File: src/design/crc_pkg.sv
package crc_pkg;

    // Register indices; the byte address is four times the index.
    localparam logic [2:0] CRC_IDX_CS = 3'h0;
    localparam logic [2:0] CRC_IDX_SEL = 3'h1;
    localparam logic [2:0] CRC_IDX_REF = 3'h2;
    localparam logic [2:0] CRC_IDX_PAD = 3'h3;
    localparam logic [2:0] CRC_IDX_IST = 3'h4;
    localparam logic [2:0] CRC_IDX_ICLR = 3'h5;
    localparam logic [2:0] CRC_IDX_IEN = 3'h6;
    localparam int CRC_AW = 5;

    // Control and status field positions.
    localparam int CS_EN = 7;
    localparam int CS_FLAG = 6;
    localparam int CS_OPE = 4;
    localparam int CS_STATE = 3;
    localparam int CS_SENSE_HI = 2;
    localparam int CS_SENSE_LO = 1;
    localparam int CS_IE = 0;

    // Input select, reference control and pad field positions.
    localparam int SEL_POS_HI = 6;
    localparam int SEL_POS_LO = 4;
    localparam int SEL_NEG_HI = 2;
    localparam int SEL_NEG_LO = 0;
    localparam int REF_EN = 7;
    localparam int REF_SRC = 6;
    localparam int REF_LVL_HI = 4;
    localparam int REF_LVL_LO = 0;
    localparam int PAD_HI = 6;

    // Interrupt status bits.
    localparam int IRQ_EDGE = 0;
    localparam int IRQ_TOGGLE = 1;
    localparam int IRQ_N = 2;

    localparam logic [7:0] CRC_RST_REG = 8'h00;

    typedef enum logic [1:0] {
        CRC_EDGE_BOTH = 2'b00,
        CRC_EDGE_FALL = 2'b01,
        CRC_EDGE_RISE = 2'b10,
        CRC_EDGE_RSVD = 2'b11
    } crc_edge_t;

    typedef struct packed {
        logic cmpEnable;
        logic [2:0] posSel;
        logic [2:0] negSel;
        logic refgenEnable;
        logic refgenSrc;
        logic [4:0] refgenLevel;
        logic [6:0] padEnable;
    } crc_analog_t;

endpackage : crc_pkg

File: src/design/crc_control.sv
`timescale 1ns/1ps
`default_nettype none

// Functional notes
// RULE1: Comparator enable bit 7 of control/status switches the comparator.
// RULE2: Edge flag bit 6 is set on the edge kind chosen by sense select.
// RULE3: Edge flag sets two clocks after the output state bit changes.
// RULE4: Writing zero clears the edge flag; writing one leaves it alone.
// RULE5: Output pin enable bit 4 lets the result drive the external pin.
// RULE6: Output state bit 3 follows the synchronised comparator output.
// RULE7: Output state bit reads zero after reset and while disabled.
// RULE8: Sense code 00 both edges, 01 falling, 10 rising, 11 none.
// RULE9: Interrupt enable bit 0 gates the edge flag onto the interrupt.
// RULE10: Bits 6:4 pick the positive input; 111 is the reference output.
// RULE11: Bits 2:0 pick the negative input with the same encoding.
// RULE12: Software should not select the same input on both sides.
// RULE13: Reference generator enable bit 7 starts or stops the generator.
// RULE14: Reference source bit 6 picks internal reference or supply.
// RULE15: Level bits 4:0 give code plus one thirty-seconds of input.
// RULE16: Pad enable bits 6:0 allow each pin as an analog input.
// RULE17: Reset returns defaults with comparator and generator disabled.
// RULE18: Software sets input selection before enabling the comparator.
// RULE19: Interrupt is flag and enable; a new edge beats a clear. The code also ORs istQ & ienQ into irq.
module crc_control
    import crc_pkg::*;
(
    input wire logic clk,
    input wire logic rst_n,
    input wire logic psel,
    input wire logic penable,
    input wire logic pwrite,
    input wire logic [CRC_AW-1:0] paddr,
    input wire logic [31:0] pwdata,
    output logic [31:0] prdata,
    output logic pready,
    output logic pslverr,
    input wire logic cmpOutRaw,
    output crc_analog_t analogCtrl,
    output logic pinOut,
    output logic pinOe,
    output logic irq
);

    logic preadyQ;
    logic pslverrQ;
    logic [31:0] prdataQ;
    logic [7:0] csQ;
    logic [7:0] selQ;
    logic [7:0] refQ;
    logic [6:0] padQ;
    logic [IRQ_N-1:0] istQ;
    logic [IRQ_N-1:0] ienQ;
    logic sync1Q;
    logic sync2Q;
    logic stateQ;
    logic statePrevQ;
    logic edgeHitQ;
    logic flagQ;
    logic pinOutQ;
    logic irqQ;

    // Bus decode.
    wire logic [2:0] regIdx = paddr[CRC_AW-1:2];
    wire logic alignOk = (paddr[1:0] == 2'h0);
    wire logic mapped = alignOk && (regIdx <= CRC_IDX_IEN);
    wire logic accessPh = psel && penable;
    wire logic answerNow = accessPh && !preadyQ;
    wire logic done = accessPh && preadyQ;
    wire logic wrOk = done && pwrite && mapped;
    wire logic wrCs = wrOk && (regIdx == CRC_IDX_CS);
    wire logic wrSel = wrOk && (regIdx == CRC_IDX_SEL);
    wire logic wrRef = wrOk && (regIdx == CRC_IDX_REF);
    wire logic wrPad = wrOk && (regIdx == CRC_IDX_PAD);
    wire logic wrIclr = wrOk && (regIdx == CRC_IDX_ICLR);
    wire logic wrIen = wrOk && (regIdx == CRC_IDX_IEN);

    // Field views.
    wire logic cmpEn = csQ[CS_EN];
    wire logic pinEn = csQ[CS_OPE];
    wire logic edgeIe = csQ[CS_IE];
    wire crc_edge_t sense = crc_edge_t'(csQ[CS_SENSE_HI:CS_SENSE_LO]);

    // Edge qualification on the synchronised state bit.
    wire logic rise = stateQ && !statePrevQ;
    wire logic fall = !stateQ && statePrevQ;
    wire logic qualify = ((sense == CRC_EDGE_BOTH) && (rise || fall)) // RULE8
        || ((sense == CRC_EDGE_FALL) && fall)
        || ((sense == CRC_EDGE_RISE) && rise);

    // A write of one to the flag position leaves it as it was.
    wire logic flagClr = wrCs && !pwdata[CS_FLAG]; // RULE4

    wire logic [7:0] csRd = {csQ[CS_EN], flagQ, 1'b0, csQ[CS_OPE],
        stateQ, csQ[CS_SENSE_HI:CS_SENSE_LO], csQ[CS_IE]};

    logic [7:0] rdMux;
    always_comb begin
        unique case (regIdx)
            CRC_IDX_CS: rdMux = csRd;
            CRC_IDX_SEL: rdMux = selQ;
            CRC_IDX_REF: rdMux = refQ;
            CRC_IDX_PAD: rdMux = {1'b0, padQ};
            CRC_IDX_IST: rdMux = {{(8-IRQ_N){1'b0}}, istQ};
            CRC_IDX_IEN: rdMux = {{(8-IRQ_N){1'b0}}, ienQ};
            default: rdMux = 8'h00;
        endcase
    end

    // One wait state: pready rises in the second access cycle.
    always_ff @(posedge clk or negedge rst_n) begin
        if (!rst_n) begin
            preadyQ <= 1'b0;
            pslverrQ <= 1'b0;
            prdataQ <= 32'h0000_0000;
        end else begin
            preadyQ <= answerNow;
            pslverrQ <= answerNow && !mapped;
            if (answerNow && !pwrite && mapped) begin
                prdataQ <= {24'h00_0000, rdMux};
            end else begin
                prdataQ <= 32'h0000_0000;
            end
        end
    end

    // Software configuration; reset leaves everything disabled.
    always_ff @(posedge clk or negedge rst_n) begin
        if (!rst_n) begin
            csQ <= CRC_RST_REG; // RULE17
            selQ <= CRC_RST_REG;
            refQ <= CRC_RST_REG;
            padQ <= CRC_RST_REG[6:0];
            ienQ <= '0;
        end else begin
            if (wrCs) begin
                csQ <= pwdata[7:0] & 8'h97; // RULE1 RULE5 RULE9
            end
            if (wrSel) begin
                selQ <= pwdata[7:0] & 8'h77; // RULE10 RULE11
            end
            if (wrRef) begin
                refQ <= pwdata[7:0] & 8'hDF; // RULE13 RULE14 RULE15
            end
            if (wrPad) begin
                padQ <= pwdata[PAD_HI:0]; // RULE16
            end
            if (wrIen) begin
                ienQ <= pwdata[IRQ_N-1:0];
            end
        end
    end

    // The first synchroniser stage feeds only the second one.
    always_ff @(posedge clk or negedge rst_n) begin
        if (!rst_n) begin
            sync1Q <= 1'b0;
            sync2Q <= 1'b0;
            stateQ <= 1'b0;
            statePrevQ <= 1'b0;
        end else begin
            sync1Q <= cmpOutRaw;
            sync2Q <= sync1Q;
            stateQ <= cmpEn ? sync2Q : 1'b0; // RULE6 RULE7
            statePrevQ <= stateQ;
        end
    end

    // The extra edge stage gives the documented two-clock lag to the flag.
    always_ff @(posedge clk or negedge rst_n) begin
        if (!rst_n) begin
            edgeHitQ <= 1'b0;
            flagQ <= 1'b0;
        end else begin
            edgeHitQ <= qualify; // RULE3
            if (edgeHitQ) begin
                flagQ <= 1'b1; // RULE2 RULE19
            end else if (flagClr) begin
                flagQ <= 1'b0;
            end
        end
    end

    // Sticky status: a new event wins over a clear in the same cycle.
    wire logic [IRQ_N-1:0] evt = {stateQ != statePrevQ, edgeHitQ};
    genvar gi;
    generate
        for (gi = 0; gi < IRQ_N; gi++) begin : g_ist
            always_ff @(posedge clk or negedge rst_n) begin
                if (!rst_n) begin
                    istQ[gi] <= 1'b0;
                end else if (evt[gi]) begin
                    istQ[gi] <= 1'b1;
                end else if (wrIclr && pwdata[gi]) begin
                    istQ[gi] <= 1'b0;
                end
            end
        end
    endgenerate

    // The pin carries the result only while its enable is set.
    always_ff @(posedge clk or negedge rst_n) begin
        if (!rst_n) begin
            pinOutQ <= 1'b0;
            irqQ <= 1'b0;
        end else begin
            pinOutQ <= pinEn && stateQ; // RULE5
            irqQ <= (flagQ && edgeIe) || |(istQ & ienQ); // RULE9 RULE19
        end
    end

    // Mirrors of registers; software must set selections before enabling.
    assign analogCtrl.cmpEnable = csQ[CS_EN]; // RULE1 RULE18
    assign analogCtrl.posSel = selQ[SEL_POS_HI:SEL_POS_LO]; // RULE10 RULE12
    assign analogCtrl.negSel = selQ[SEL_NEG_HI:SEL_NEG_LO]; // RULE11
    assign analogCtrl.refgenEnable = refQ[REF_EN]; // RULE13
    assign analogCtrl.refgenSrc = refQ[REF_SRC]; // RULE14
    assign analogCtrl.refgenLevel = refQ[REF_LVL_HI:REF_LVL_LO]; // RULE15
    assign analogCtrl.padEnable = padQ; // RULE16
    assign pinOut = pinOutQ;
    assign pinOe = pinEn;
    assign irq = irqQ;
    assign prdata = prdataQ;
    assign pready = preadyQ;
    assign pslverr = pslverrQ;
endmodule : crc_control

`default_nettype wire

File: config.mk
export PLATFORM = sky130hd
export DESIGN_NAME = crc_control
export DESIGN_NICKNAME = d
export VERILOG_FILES = /design/src/design/crc_pkg.sv /design/src/design/crc_control.sv
export SDC_FILE = /design/constraint.sdc
export NUM_CORES = 1
export LEC_CHECK = 0
export BUFFER_PORTS_ARGS = -buffer_cell sky130_fd_sc_hd__buf_2
export CORE_MARGIN = 5
export CORE_UTILIZATION = 47
export DETAILED_ROUTE_END_ITERATION = 8
export PLACE_DENSITY = 0.88
export REMOVE_ABC_BUFFERS = 1
export SLEW_MARGIN = 20
export SYNTH_ARGS = -nofsm -noshare
export SYNTH_HDL_FRONTEND = slang
export SYNTH_SLANG_ARGS = --single-unit
File: constraint.sdc
create_clock -name clk -period 2.36 [get_ports clk]
set_clock_uncertainty 0.2 [all_clocks]
set_input_delay 0.59 -clock clk [delete_from_list [all_inputs] [get_ports clk]]
set_output_delay 0.59 -clock clk [all_outputs]
set_load 0.02 [all_outputs]
=== Yosys cells after proc, flatten, opt, wreduce, memory -nomap -nowiden ===
Cells that the tools add are included.
Widths: inputs -> output; s select.

* $lt $le $gt $ge: 1
* Equality and inequality tests: 9
* Mux-type cells: 9
* Bitwise gates (word level): 1
* Reductions and logical operators: 42

{| class="wikitable"
|+ Operators with widths
! kind !! number
|-
| $pmux 8 s6 || 1
|-
| $logic_and 1x1->1 || 25
|-
| $eq 3x3->1 const B || 3
|-
| $mux 8 || 1
|-
| $mux 1 || 7
|-
| $eq 3x2->1 const B || 2
|-
| $logic_not 1->1 || 6
|-
| $reduce_bool 2->1 || 3
|-
| $logic_not 2->1 || 2
|-
| $logic_or 1x1->1 || 4
|-
| $eq 3x1->1 const B || 1
|-
| $le 3x3->1 const B || 1
|-
| $logic_not 3->1 || 1
|-
| $and 2x2->2 || 1
|-
| $eq 2x1->1 const B || 1
|-
| $eq 2x2->1 const B || 1
|-
| $reduce_or 2->1 || 1
|-
| $ne 1x1->1 || 1
|}

* Bits in registers: 71
* Input port bits: 43
* Output and inout port bits: 58
* Word-level logic and storage cells: 80

=== Logic depth before layout (Yosys ltp) ===
* Word-level depth: 8
* Gate-level depth with buffers: 5
* Depth with buffers taken out: 5

=== Worst setup path after synthesis ===
OpenSTA, ideal clock, no wires.

* Path kind: in2reg
* From: input paddr[2]
* To: register padQ[0]
* Arrival time: 1.643 ns
* Required time: 2.035 ns
* Slack: 0.392 ns
* Stages on the path: 5
* Cell sequence: clkbuf_8 a311oi_4 and4_1 buf_4 mux2_2

* Longest elaborated chain between the ends: 4
* Elaborated cells on any way between the ends: 5

{| class="wikitable"
|+ Ends and longest elaborated chain
! what !! line !! text
|-
| from (decl) || crc_control.sv:32 || <nowiki>input wire logic [CRC_AW-1:0] paddr,</nowiki>
|-
| $le 3x3->1 || crc_control.sv:65 || <nowiki>wire logic mapped = alignOk && (regIdx <= CRC_IDX_IEN);</nowiki>
|-
| $logic_and 1x1->1 || crc_control.sv:65 ||
|-
| $logic_and 1x1->1 || crc_control.sv:69 || <nowiki>wire logic wrOk = done && pwrite && mapped;</nowiki>
|-
| $logic_and 1x1->1 * || crc_control.sv:73 || <nowiki>wire logic wrPad = wrOk && (regIdx == CRC_IDX_PAD);</nowiki>
|-
| to (signal assigned) || crc_control.sv:132 || <nowiki>padQ <= CRC_RST_REG[6:0];</nowiki>
|-
| to (signal assigned) || crc_control.sv:145 || <nowiki>padQ <= pwdata[PAD_HI:0];</nowiki>
|-
| to (decl) || crc_control.sv:50 || <nowiki>logic [6:0] padQ;</nowiki>
|}

Every way passes the cells marked *; elsewhere a longest branch is shown, timed or not.
A chain may end at the register's enable or synchronous reset.

=== Worst setup path in the final report ===
* From: input paddr[4]
* To: register padQ[2]

The elaborated chain is that of the path after synthesis.

==> impl_metrics.yaml <==
status:
  status: "finished clean"
die:
  die_area_mm2: 0.006261
  row_count: 25
  fp.dieW_um: 79.13
  initial_utilization_pct: 47.87
  fp.dieH_um: 79.13
  core_area_mm2: 0.004692
  num_io_pins: 101
yosys:
  synthFlopType: "dfrtp_1"
  syn_avg_cell_area_um2: 12.98
  synth_top_area_share_pct: 52.37
  synth-edff-count: 0
  async_flop_share_pct: 100.0
  yosysWarnings: 0
  syn_area_mm2: 0.002246
  netlist_instances: 173
  synth_area_leader_cell: "dfrtp_1"
  ys_seq_elements: 47
  ys_top_cells_by_area: "dfrtp_1 (52%), mux2_2 (15%), buf_4 (9.4%)"
  synth.distinct_cells: 36
  yosysSeqAreaShare_pct: 52.37
clocking:
  cts_root_buffer: "clkbuf_8"
  clk_pin_slew_ns: 0.08
  h-tree-depth: 2
  cts_made_buffers: 5
  clock-sinks: 47
  insertion_delay_ns: 0.29
  ctsResizeCount: 0
  cts_buffer_depth: 2
  tritoncts: "done"
  postCtsSetupRepairBufs: 0
  postCtsHoldBufs: 0
pwr:
  p_per_area_mw_per_mm2: 568.2
  leakagePower_nw: 1.448
  p_total_mw: 1.486
  ir_drop_v: 0.0003706
placement:
  hpwl_um: 3665
  portBuffers: 52
  placed_cell_area_mm2: 0.002534
  pre_cts_slack_ns: 0.1418
  finalWeightedCongestion: 0.8717
  place_inst: 284
finish:
  diodes: 0
  drive_gt1_share_pct: 43.70
  fin_area_mm2: 0.002615
  fin_cells: 292
  final_util_pct: 55.73
  syn_to_final_growth_pct: 16.43
  nets: 282
critical_path:
  critPathLaunchType: "input port"
  critical_path_class: "in2reg"
  worst-path-max-fanout: 8
  worstPathRequired_ns: 2.34
  crit_start: "paddr[4]"
  crit_chain: "buf_2 > a311oi_4 > and4_1 > buf_4 > mux2_2"
  crit_arrival_ns: 1.90
  critPathCaptureType: "register"
  reg2reg_slack_ns: 0.44
  cp-endpoint: "padQ[2]"
  path_buf_inv: 2
  crit_cells: 5
  worst_r2r_endpoint: "ienQ[1]"
  reg2reg_depth: 4
  cpMaxStageDelayCell: "a311oi_4"
  cp_top_family: "compound AO/OA/AOI/OAI gates"
  slowest_delay_ns: 0.37
  reg2reg_from: "pready"
global_routing:
  grt_pass1_vias: 1524
  grt_max_degree: 29
  grt_overflow_total: 0
  antenna_found_initial: 0
  grt_use_total_pct: 16.32
  grt_pass1_wl_um: 7852
sta:
  clock.fmax_ghz: 0.5197
  hold_ws_ns: 0.03992
  setup_violations: 0
  post-route-min-period_ns: 1.924
  fin_crit_sh_pct: 81.53
  slew_viol_final: 0
  hold_viol_final: 0
  setup_slack_ns: 0.4359
  tns_ns: 0
  rsz0062_at_grt: "no"
routing:
  drt_iter0_drc: 120
  drtPass1Iterations: 5
  wire_per_inst_um: 16.37
  vias_per_cell: 5.202
  vias: 1519
  drt_wl_total_um: 4780
  drc: 0
  drtAntennaViolNets: 0
min_path:
  worstHoldPathType: "in2async"
flow_run:
  maxCapViolCount: 0
-- worst min-delay path by stage --
stage          endpoint  slack [ns]  cells after the start
3_5_place_dp     sync2Q        0.14                      0
2_1_floorplan    csQ[0]        0.09                      0
5_1_grt         padQ[4]        0.07                      1
4_1_cts         padQ[4]        0.05                      1
3_3_place_gp     sync2Q        0.14                      0
6_report        refQ[4]        0.04                      1
-- report_power, final --
part | internal [mW] | total [mW] | switching, mW
logic | 0.0637 | 0.179 | 0.115
clock network | 0.208 | 0.456 | 0.248
registers | 0.832 | 0.851 | 0.0196
-- Yosys cell counts, drive strengths merged (2+ instances only) --
cell / instances
a21oi: 5
mux2: 29
and4: 2
nor2: 9
a31oi: 2
nand2: 3
a211o: 2
buf: 29
mux2i: 4
and2: 2
nor3: 4
nand3b: 2
inv: 5
a21o: 2
mux4: 3
nor2b: 3
nor3b: 2
ha: 2
nand3: 4
dfrtp: 47
-- layout make-up --
| cell class | instances | area [µm²] |
|---|---|---|
| multi-input cells | 114 | 908.4 |
| well taps | 54 | 67.56 |
| repair buffers | 64 | 362.8 |
| fillers | 374 | 2077 |
| clock buffers | 7 | 76.32 |
| inverters | 5 | 18.77 |
| clock inverters | 1 | 5.005 |
| flip-flops and latches | 47 | 1176 |
-- state kept, by name, summed over array words and instances, names as in the netlist, 2 cells and up --
signal and count:
csQ 5, ienQ 2, istQ 2, padQ 7, prdata 8, refQ 7
selQ 6
-- cells in the final DEF (no fill, tap or decap), drive strengths merged --
cell type	netlist	layout
a211o	2	2
a21o	2	2
a21oi	5	5
a221oi	1	1
a222oi	1	1
a22oi	1	1
a311oi	1	1
a31oi	2	2
and2	2	2
and4	2	2
and4b	1	1
buf	29	64
clkbuf	1	7
clkinv	0	1
conb	1	24
dfrtp	47	47
ha	2	2
inv	5	5
mux2	29	29
mux2i	4	4
mux4	3	3
nand2	3	3
nand2b	1	1
nand3	4	4
nand3b	2	2
nand4	1	1
nand4bb	1	1
nor2	9	9
nor2b	3	3
nor3	4	4
nor3b	2	2
o21ai	1	1
or2	1	1
-- layer usage --
metal | GRT usage (%) | vias to the layer above | part of all wire (%)
li1 | - | 691 | -
met1 | 20.43 | 770 | 41
met2 | 27.86 | 51 | 53
met3 | 4.308 | 7 | 5.1
met4 | 4.467 | 0 | 0.96
met5 | 0 | - | 0
-- cell families (layout without fill, tap and decap cells) --
| family | count (synthesis) | in the layout | synth area share (%) |
|---|---|---|---|
| multiplexers | 36 | 36 | 19.83 |
| AO/OA/AOI/OAI | 16 | 16 | 5.682 |
| buffers and inverters | 35 | 77 | 11.03 |
| flip-flops | 47 | 47 | 52.37 |
| AND/OR/NAND/NOR | 36 | 36 | 9.806 |
| other | 1 | 24 | 0.1670 |
| adder cells (fa/ha/maj) | 2 | 2 | 1.114 |
Note: power is estimated with default switching activity, not from simulation.
